**src/logic/encoder_mode_tone_map.svh**
```systemverilog
// Constants for the encoder mode and tone field interpreter
// What this block does
// Mode word replaces configured encoder feature defaults
// Host ORs mode word with desired defaults
// Mode field: id 0x02, one 16-bit word
// 0x1840 enables detect, DTX, noise suppression
// Bit 14 is tone send enable
// Host zeroes reserved bits; bits 8,7 compand
// Host need not resend mode word each frame
// Tone field 0x08 forces one tone frame
// Host repeats tone field for longer tones
// Single tones 0x05 to 0x7A
// DTMF mapping chosen by rate index range
// One index code for generate and report
// Amplitude signed dBm0, +3 down to -90
// Tone generation only in packet mode
// Each channel packet yields one speech packet
// Speech packet layout follows format setting
// Speech packets accepted only in packet mode
// Mode word changes mode for that frame
// Unknown tone index starts no tone
`ifndef ENCODER_MODE_TONE_MAP_SVH
`define ENCODER_MODE_TONE_MAP_SVH
// Register byte offsets
`define OFS_CTRL 5'h00
`define OFS_DEFAULTS 5'h04
`define OFS_STATUS 5'h08
`define OFS_TONE 5'h0C
`define OFS_COUNT 5'h10
// Control register fields
`define CTRL_PKT_MODE_BIT 0
`define CTRL_RATE_LSB 8
`define CTRL_RATE_MSB 13
`define CTRL_SFMT_LSB 16
`define CTRL_SFMT_MSB 23
// Reset values
`define RST_CTRL 32'h0000_0001
`define RST_DEFAULTS 16'h0000
// Packet types and field identifiers
`define PKT_TYPE_CHAN 8'h01
`define PKT_TYPE_SPEECH 8'h02
`define FID_SPEECH_DATA 8'h00
`define FID_MODE 8'h02
`define FID_TONE 8'h08
`define FID_CHANNEL 8'h40
// Mode word bit positions
`define MB_TONE_SEND 14
`define MB_TONE_DETECT 12
`define MB_DTX 11
`define MB_COMPAND_EN 8
`define MB_COMPAND_SEL 7
`define MB_NOISE_SUPP 6
`define MODE_DEFINED_MASK 16'h59C0
// Tone index ranges
`define TONE_SINGLE_LO 8'h05
`define TONE_SINGLE_HI 8'h7A
`define TONE_DTMF_LO 8'h80
`define TONE_DTMF_HI 8'h8F
`define TONE_CALL_LO 8'hA0
`define TONE_CALL_HI 8'hA2
`define TONE_INACTIVE 8'hFF
`define RATE_SPLIT 6'h20
// Amplitude limits, signed dBm0
`define AMP_MAX 8'sh03
`define AMP_MIN 8'shA6
`endif

```
**src/logic/encoder_mode_tone_pkg.sv**
```systemverilog
// Types shared by the encoder mode and tone field interpreter
package encoder_mode_tone_pkg;
  typedef enum logic [2:0] {
    TK_NONE, TK_SINGLE, TK_DTMF, TK_CALL, TK_INACTIVE, TK_INVALID
  } tone_kind_t;
  typedef enum logic [3:0] {
    PS_TYPE, PS_FID, PS_MODE_HI, PS_MODE_LO, PS_SOUND_CODE_INDEX, PS_TONE_AMP,
    PS_SP_COUNT, PS_SKIP_N, PS_SKIP_ALL
  } pstate_t;
  // Incoming packet byte stream
  typedef struct packed {
    logic valid;
    logic first;
    logic last;
    logic [7:0] data;
  } byte_in_t;
  // Encoder feature flags
  typedef struct packed {
    logic tone_send_enable;
    logic tone_detect_enable;
    logic discontinuous_tx_enable;
    logic compand_enable;
    logic compand_select;
    logic noise_suppress_enable;
  } features_t;
  // One encoder frame command
  typedef struct packed {
    features_t feat;
    logic [15:0] mode_word;
    logic tone_go;
    tone_kind_t kind;
    logic [7:0] sound_code_index;
    logic [3:0] digit;
    logic [7:0] amplitude;
  } frame_t;
  // Request for one output speech packet
  typedef struct packed {
    logic [7:0] speech_format_config_field;
  } speech_req_t;
endpackage

```
**src/logic/tone_index_decoder.sv**
```systemverilog
// Classifies a tone index code and maps DTMF codes to digits
`timescale 1ns/1ps
`include "encoder_mode_tone_map.svh"
module tone_index_decoder (
  // Code to classify
  input wire logic [7:0] code,
  input wire logic rate_upper,
  // Classification
  output encoder_mode_tone_pkg::tone_kind_t kind,
  output logic [3:0] digit
);
  import encoder_mode_tone_pkg::*;
  // Digits 0-9, A-D as 10-13, star 14, hash 15
  function automatic logic [3:0] low_rate_digit(input logic [3:0] n);
    logic [3:0] d;
    d = 4'h0;
    case (n)
      4'h0: d = 4'h1;
      4'h4: d = 4'h2;
      4'h8: d = 4'h3;
      4'h1: d = 4'h4;
      4'h5: d = 4'h5;
      4'h9: d = 4'h6;
      4'h2: d = 4'h7;
      4'h6: d = 4'h8;
      4'hA: d = 4'h9;
      4'h7: d = 4'h0;
      4'hC: d = 4'hA;
      4'hD: d = 4'hB;
      4'hE: d = 4'hC;
      4'hF: d = 4'hD;
      4'h3: d = 4'hE;
      4'hB: d = 4'hF;
      default: d = 4'h0;
    endcase
    return d;
  endfunction
  // Range classification of the code
  always_comb begin
    kind = TK_INVALID;
    digit = 4'h0;
    // single tone range
    if (code >= `TONE_SINGLE_LO && code <= `TONE_SINGLE_HI) begin
      kind = TK_SINGLE;
    // DTMF table by rate
    end else if (code >= `TONE_DTMF_LO && code <= `TONE_DTMF_HI) begin
      kind = TK_DTMF;
      digit = rate_upper ? code[3:0] : low_rate_digit(code[3:0]);
    end else if (code >= `TONE_CALL_LO && code <= `TONE_CALL_HI) begin
      kind = TK_CALL;
    end else if (code == `TONE_INACTIVE) begin
      kind = TK_INACTIVE;
    end
  end
endmodule

```
**src/logic/encoder_mode_tone_fields.sv**
```systemverilog
// Encoder mode and tone field interpreter with Avalon-MM registers
//
// The register offsets and the Avalon-MM slave port were left to the implementer.
`timescale 1ns/1ps
`include "encoder_mode_tone_map.svh"
module encoder_mode_tone_fields (
  // Clock and reset
  input wire logic sys_clk,
  input wire logic rst_n,
  // Packet byte stream from the packet interface
  input encoder_mode_tone_pkg::byte_in_t pkt_in,
  // Encoder frame commands
  output logic frame_valid,
  output encoder_mode_tone_pkg::frame_t frame,
  // Output speech packet requests
  output logic speech_req_valid,
  output encoder_mode_tone_pkg::speech_req_t speech_req,
  // Avalon-MM slave
  input wire logic [4:0] avs_address,
  input wire logic avs_read,
  input wire logic avs_write,
  input wire logic [31:0] avs_writedata,
  input wire logic [3:0] avs_byteenable,
  output logic [31:0] avs_readdata,
  output logic avs_waitrequest
);
  import encoder_mode_tone_pkg::*;

  // All block state
  typedef struct packed {
    pstate_t ps;
    logic [8:0] skip;
    logic tone_seen;
    logic mode_seen;
    logic in_speech;
    logic [7:0] mode_hi;
    logic [15:0] mode;
    logic [7:0] tidx;
    logic [7:0] tamp;
    logic [31:0] ctrl;
    logic [15:0] defaults;
    logic [15:0] cnt_chan;
    logic [15:0] cnt_speech;
    tone_kind_t last_kind;
    logic frame_v;
    frame_t frame;
    logic speech_v;
    speech_req_t speech;
    logic wait_r;
    logic [31:0] rdata;
  } st_t;

  st_t st_r;
  st_t st_nxt;
  tone_kind_t kind;
  logic [3:0] digit;
  logic rate_upper;
  logic in_pm;

  assign in_pm = st_r.ctrl[`CTRL_PKT_MODE_BIT];
  // rate index picks table
  assign rate_upper = st_r.ctrl[`CTRL_RATE_MSB:`CTRL_RATE_LSB] > `RATE_SPLIT;

  // shared index decoding
  tone_index_decoder u_dec (
    .code(st_r.tidx),
    .rate_upper(rate_upper),
    .kind(kind),
    .digit(digit)
  );

  // Merge written bytes into a register value
  function automatic logic [31:0] merge(input logic [31:0] old,
                                        input logic [31:0] wd,
                                        input logic [3:0] be);
    logic [31:0] r;
    r = old;
    for (int i = 0; i < 4; i++) begin
      if (be[i]) begin
        r[i*8 +: 8] = wd[i*8 +: 8];
      end
    end
    return r;
  endfunction

  // Feature flags from a mode word
  function automatic features_t decode_mode(input logic [15:0] m);
    features_t f;
    // tone send flag
    f.tone_send_enable = m[`MB_TONE_SEND];
    // detect, DTX, noise bits
    f.tone_detect_enable = m[`MB_TONE_DETECT];
    f.discontinuous_tx_enable = m[`MB_DTX];
    f.compand_enable = m[`MB_COMPAND_EN];
    f.compand_select = m[`MB_COMPAND_SEL];
    f.noise_suppress_enable = m[`MB_NOISE_SUPP];
    return f;
  endfunction

  // Packet parser, frame commit and register slave
  always_comb begin
    logic b_valid;
    logic b_last;
    logic [7:0] b;
    logic commit;
    logic [7:0] amp;
    logic [15:0] wmode;
    logic amp_ok;
    logic [31:0] wr;
    b_valid = pkt_in.valid;
    b_last = pkt_in.last;
    b = pkt_in.data;
    commit = 1'b0;
    amp = st_r.tamp;
    wmode = st_r.mode;
    amp_ok = 1'b0;
    wr = 32'h0000_0000;
    st_nxt = st_r;
    st_nxt.frame_v = 1'b0;
    st_nxt.speech_v = 1'b0;

    // Byte stream parsing
    if (b_valid) begin
      if (pkt_in.first) begin
        st_nxt.tone_seen = 1'b0;
        st_nxt.mode_seen = 1'b0;
        st_nxt.ps = PS_SKIP_ALL;
        // Refused packets never end in a frame
        st_nxt.in_speech = 1'b0;
        // speech packets only in packet mode
        if (b == `PKT_TYPE_SPEECH && in_pm) begin
          st_nxt.ps = PS_FID;
          st_nxt.in_speech = 1'b1;
        end
        // count channel packets in
        if (b == `PKT_TYPE_CHAN) begin
          st_nxt.cnt_chan = st_r.cnt_chan + 16'h0001;
          if (b_last) begin
            st_nxt.speech_v = 1'b1;
          end
        end
      end else begin
        case (st_r.ps)
          PS_FID: begin
            case (b)
              // mode field identifier
              `FID_MODE: st_nxt.ps = PS_MODE_HI;
              // tone field identifier
              `FID_TONE: st_nxt.ps = PS_SOUND_CODE_INDEX;
              `FID_SPEECH_DATA: st_nxt.ps = PS_SP_COUNT;
              `FID_CHANNEL: begin
                st_nxt.skip = 9'h001;
                st_nxt.ps = PS_SKIP_N;
              end
              default: st_nxt.ps = PS_SKIP_ALL;
            endcase
          end
          PS_MODE_HI: begin
            st_nxt.mode_hi = b;
            st_nxt.ps = PS_MODE_LO;
          end
          PS_MODE_LO: begin
            // high byte then low byte
            wmode = {st_r.mode_hi, b};
            // override replaces defaults
            st_nxt.mode = wmode & `MODE_DEFINED_MASK;
            st_nxt.mode_seen = 1'b1;
            st_nxt.ps = PS_FID;
          end
          PS_SOUND_CODE_INDEX: begin
            st_nxt.tidx = b;
            st_nxt.ps = PS_TONE_AMP;
          end
          PS_TONE_AMP: begin
            st_nxt.tamp = b;
            amp = b;
            st_nxt.tone_seen = 1'b1;
            st_nxt.ps = PS_FID;
          end
          PS_SP_COUNT: begin
            // Two bytes per sample follow
            st_nxt.skip = {b, 1'b0};
            st_nxt.ps = (b == 8'h00) ? PS_FID : PS_SKIP_N;
          end
          PS_SKIP_N: begin
            st_nxt.skip = st_r.skip - 9'h001;
            if (st_r.skip == 9'h001) begin
              st_nxt.ps = PS_FID;
            end
          end
          PS_SKIP_ALL: st_nxt.ps = PS_SKIP_ALL;
          default: st_nxt.ps = PS_SKIP_ALL;
        endcase
        // one speech packet per channel packet
        if (b_last && st_r.ps == PS_SKIP_ALL && st_r.skip == 9'h1FF) begin
          st_nxt.speech_v = 1'b1;
        end
      end
      // Frame ends at the last byte of an accepted speech packet
      if (b_last) begin
        if (pkt_in.first) begin
          commit = (b == `PKT_TYPE_SPEECH) && in_pm;
        end else begin
          commit = st_r.in_speech && st_r.ps != PS_TYPE;
        end
        // Partial fields at the end are dropped
        st_nxt.ps = PS_TYPE;
        // Stray tail bytes cannot commit
        st_nxt.in_speech = 1'b0;
      end
      // Mark channel packets so their end is recognised
      if (pkt_in.first) begin
        st_nxt.skip = (b == `PKT_TYPE_CHAN) ? 9'h1FF : 9'h000;
      end
    end

    // mode applies to this frame
    if (commit) begin
      // signed amplitude within +3..-90
      amp_ok = $signed(amp) <= `AMP_MAX && $signed(amp) >= `AMP_MIN;
      st_nxt.frame_v = 1'b1;
      st_nxt.frame.mode_word = st_nxt.mode;
      st_nxt.frame.feat = decode_mode(st_nxt.mode);
      st_nxt.frame.sound_code_index = st_nxt.tidx;
      st_nxt.frame.kind = st_nxt.tone_seen ? kind : TK_NONE;
      st_nxt.frame.digit = digit;
      st_nxt.frame.amplitude = amp;
      // tone only in packet mode
      // invalid or inactive index gives no tone
      st_nxt.frame.tone_go = st_nxt.tone_seen && in_pm && amp_ok
                             && st_nxt.mode[`MB_TONE_SEND]
                             && (kind == TK_SINGLE || kind == TK_DTMF
                                 || kind == TK_CALL);
      if (st_nxt.tone_seen) begin
        st_nxt.last_kind = kind;
      end
    end

    // speech packet uses format setting
    if (st_nxt.speech_v) begin
      st_nxt.speech.speech_format_config_field =
        st_r.ctrl[`CTRL_SFMT_MSB:`CTRL_SFMT_LSB];
      st_nxt.cnt_speech = st_r.cnt_speech + 16'h0001;
    end

    // Avalon slave, one wait state per access
    st_nxt.wait_r = 1'b1;
    if ((avs_read || avs_write) && st_r.wait_r) begin
      st_nxt.wait_r = 1'b0;
      st_nxt.rdata = 32'h0000_0000;
      if (avs_read) begin
        case (avs_address)
          `OFS_CTRL: st_nxt.rdata = st_r.ctrl;
          `OFS_DEFAULTS: st_nxt.rdata = {16'h0000, st_r.defaults};
          `OFS_STATUS: st_nxt.rdata = {5'h00, st_r.last_kind, st_r.tidx,
                                       st_r.mode};
          `OFS_TONE: st_nxt.rdata = {23'h000000, st_r.tone_seen, st_r.tamp};
          `OFS_COUNT: st_nxt.rdata = {st_r.cnt_speech, st_r.cnt_chan};
          default: st_nxt.rdata = 32'h0000_0000;
        endcase
      end
    end
    // Writes take effect when waitrequest is low
    if (avs_write && !st_r.wait_r) begin
      case (avs_address)
        `OFS_CTRL: begin
          wr = merge(st_r.ctrl, avs_writedata, avs_byteenable);
          st_nxt.ctrl = {8'h00, wr[23:16], 2'b00, wr[13:8], 7'h00, wr[0]};
        end
        `OFS_DEFAULTS: begin
          wr = merge({16'h0000, st_r.defaults}, avs_writedata, avs_byteenable);
          st_nxt.defaults = wr[15:0] & `MODE_DEFINED_MASK;
          // configured defaults load the mode
          st_nxt.mode = wr[15:0] & `MODE_DEFINED_MASK;
        end
        default: st_nxt.ctrl = st_nxt.ctrl;
      endcase
    end
  end

  // State register
  always_ff @(posedge sys_clk or negedge rst_n) begin
    if (!rst_n) begin
      st_r <= '0;
      st_r.ps <= PS_TYPE;
      st_r.ctrl <= `RST_CTRL;
      st_r.defaults <= `RST_DEFAULTS;
      st_r.mode <= `RST_DEFAULTS;
      st_r.last_kind <= TK_NONE;
      st_r.frame.kind <= TK_NONE;
      st_r.wait_r <= 1'b1;
    end else begin
      st_r <= st_nxt;
    end
  end

  // Outputs straight from state
  assign frame_valid = st_r.frame_v;
  assign frame = st_r.frame;
  assign speech_req_valid = st_r.speech_v;
  assign speech_req = st_r.speech;
  assign avs_readdata = st_r.rdata;
  assign avs_waitrequest = st_r.wait_r;
endmodule

```
**config.mk**
```make
export PLATFORM = sky130hd
export DESIGN_NAME = encoder_mode_tone_fields
export DESIGN_NICKNAME = d
export VERILOG_FILES = /design/src/logic/encoder_mode_tone_pkg.sv /design/src/logic/tone_index_decoder.sv /design/src/logic/encoder_mode_tone_fields.sv
export VERILOG_INCLUDE_DIRS = /design/src /design/src/logic
export SDC_FILE = /design/constraint.sdc
export NUM_CORES = 1
export LEC_CHECK = 0
export BUFFER_PORTS_ARGS = -buffer_cell sky130_fd_sc_hd__buf_2
export CAP_MARGIN = 5
export CELL_PAD_IN_SITES_DETAIL_PLACEMENT = 0
export CELL_PAD_IN_SITES_GLOBAL_PLACEMENT = 1
export CORE_MARGIN = 1
export CORE_UTILIZATION = 46
export CTS_BUF_LIST = sky130_fd_sc_hd__clkbuf_8
export DETAILED_ROUTE_END_ITERATION = 10
export PLACE_DENSITY = 0.9
export RECOVER_POWER = 25
export SYNTH_ARGS = -nofsm -noshare
export SYNTH_HDL_FRONTEND = slang
export SYNTH_SLANG_ARGS = --single-unit
export TNS_END_PERCENT = 100
```
**constraint.sdc**
```tcl
create_clock -name sys_clk -period 2.8 [get_ports sys_clk]
set_input_delay 0.42 -clock sys_clk [delete_from_list [all_inputs] [get_ports sys_clk]]
set_output_delay 0.42 -clock sys_clk [all_outputs]
set_load 0.01 [all_outputs]
```
==> flow_summary.ini <==
[run_status]
status = complete, but fails checks
violations = capacitance limit, slew limit

[timing]
fin_skew_ps = 15.4
hold_viol = 0
max_slew_margin_pct = -24.7
setup_viol = 0
finalCritPeriodShare_pct = 85.5
final.setup.tns_ps = 0
max_freq_mhz = 418
rsz0062_at_grt = false
worstMarginPinSlew_ps = 1870
slew_violations = 108
finalCriticalPeriod_ps = 2390

[cts]
post-cts-setup-buffers = 0
clock_latency_ps = 480
clkTransAtPathRegs_ps = 90
cts_tree = built
post_cts_resized = 0
cts_buffers = 17
cts_max_path_buffers = 2
cts_max_level = 4
root_buffer = clkbuf_8
clock-sinks = 190
postCtsHoldBufs = 1

[floorplan]
die_x_um = 145
core_mm2 = 0.0197
num_io_pins = 145
initial_core_util_pct = 47.5
fp-row-count = 51
die_area_mm2 = 0.0209
die_height_um = 145

[synthesis]
synth_cells = 871
synth-edff-count = 0
yosys_warnings = 0
seq_area_frac_synth_pct = 50.8
synth-seq-cells = 190
netlist_area_mm2 = 0.00937
ys.flop_type = dfrtp_1
syn_avg_cell_area_um2 = 10.8
async_flop_share_pct = 100
synth_cell_types = 66
synthesis.nets = 932

[critical_path]
crit_family = compound AO/OA/AOI/OAI gates
cpPeakStageDelay_ps = 650
path_buf_inv = 0
worstSetupStartpointType = flop
endpoint_kind = flop
worstPathRequired_ps = 3160
crit_chain = o41ai_1, nor2_1, o21bai_4, mux2_2
reg2reg_slack_ps = 410
crit_fanout = 27
critPathKind = reg2reg
slowest_stage = o21bai_4
cp_data_arrival_time_ps = 2750

[cells_and_area]
fin_util_pct = 51.3
mostFrequentLayoutCells = dfrtp_1 (188), buf_2 (128), nand2_1 (92), mux2_2 (65), o21ai_0 (52)
nets = 967
fin_area_mm2 = 0.0101
antennaDiodeCount = 0
area_growth_pct = 7.97
mostFrequentLayoutCell = dfrtp_1
drive_above_1_share_pct = 28.5

[drt]
drtAntennaViolNets = 0
routedWlPerCell_um = 19.0
vias_per_cell = 5.67
first_pass_iters = 8
vias = 6711
wirelength_mm = 22.4
drc = 0
drt_iter0_markers = 581

[global_routing]
groute.usage.overall_pct = 22.9
grt_max_degree = 75
grt_pass1_wl_mm = 36.0
grt_antenna_before_repair = 0
grt-ovfl-total = 0
first_global_vias = 6367

[power_and_ir_drop]
p_int_mw = 3.91
sequentialPowerShare_pct = 55.6
pwr-share-clk_pct = 37.8
swShare_pct = 24.7
p_leak_nw = 5.13
powerDensity_mw_per_mm2 = 514
ir_worst_vdd_mv = 0.323
switchingPower_mw = 1.28
pwr-share-comb_pct = 6.5

[placed_design]
place_area_mm2 = 0.00969
gp_congestion = 0.887
dp_hpwl_mm = 16.1
io_buffer_count = 129

[flow_run]
maxCapViolCount = 2

[hold_path]
min_path_type = in2reg
==> worst reg2reg max path, delay by kind of cell, from the launching register on <==
kind	cells	cell delay, ps
multiplexers	1	430
AO/OA/AOI/OAI	2	1200
flip-flops	1	510
AND/OR/NAND/NOR	1	140
==> worst paths after layout <==
path                                     to  depth (start not counted)         startpoint
min reg2reg                avs_readdata[12]                          1   avs_readdata[12]
max                               frame[16]                          4          st_r[226]
max in group asynchronous         st_r[220]                          3              rst_n
min                               st_r[159]                          2  avs_writedata[19]
max reg2reg                       frame[16]                          4          st_r[226]
min in group asynchronous  avs_readdata[31]                          2              rst_n
==> cells in the mapped netlist, types with 4 or more instances <==
cell	n	area (um2)
a211oi_1	7	52.6
a21o_1	9	67.6
a21oi_1	25	125
a222oi_1	22	220
a22o_1	8	70.1
a22oi_1	11	82.6
a31oi_1	6	37.5
and3_1	23	144
and3b_1	5	43.8
buf_2	9	45.0
buf_4	86	646
buf_6	4	45.0
clkbuf_1	39	146
dfrtp_1	188	4700
ha_1	5	62.6
inv_1	13	48.8
mux2_2	65	732
mux2i_1	10	100
nand2_1	92	345
nand2b_1	4	25.0
nand3_1	13	65.1
nand4_1	14	87.6
nor2_1	24	90.1
nor2b_1	12	75.1
nor3_1	15	75.1
nor4_1	11	68.8
o21ai_0	52	260
o22a_1	8	70.1
o41ai_1	4	35.0
xnor2_1	16	140
xor2_1	18	158
==> final cells by class <==
type	instances	area (um2)
Tap cell	265	332
Timing Repair Buffer	156	868
Fill cell	1790	9600
Inverter	13	48.8
Sequential cell	190	4760
Clock inverter	15	193
Multi-Input combinational cell	528	3680
Clock buffer	17	234
==> power by group through the flow <==
stage | registers (mW) | clock network (mW) | logic, mW
3_5_place_dp | 2.94 | 0 | 0.343
5_1_grt | 2.90 | 2.11 | 0.379
6_report | 2.89 | 1.97 | 0.339
2_1_floorplan | 2.91 | 0 | 0.201
3_3_place_gp | 2.94 | 0 | 0.337
4_1_cts | 2.89 | 2.00 | 0.345
==> flip-flops by register name, summed over array words and instances, names as in the netlist <==
name and count:
st_r 106, frame 40, avs_readdata 32, speech_req 8, avs_waitrequest 1, frame_valid 1
in_pm 1, speech_req_valid 1
==> cell families after synthesis <==
logic type      synth area share (%)
compound gates                  13.3
xor+xnor                        3.18
fa+ha+maj                      0.668
buf+inv                         10.0
flops                           50.8
mux                             8.88
simple gates                    13.1
==> routing by layer <==
metal	track usage [%]	wire length, um	up-vias
li1	-	-	3123
met1	32.1	10200	3308
met2	36.4	10600	256
met3	3.98	1320	24
met4	6.70	351	0
met5	0	0	-
==> metrics by stage <==
stage                     worst slack [ps]  std cells  hold slack (ps)  power [mW]
after floorplan                        716        871              124        3.11
after global placement                 355       1151              455        3.28
after detailed placement               216       1151              465        3.28
after CTS                              419       1184              142        5.23
after global routing                   175       1184              152        5.39
final                                  407       1184              169        5.20
(Power assumes the default switching activity.)
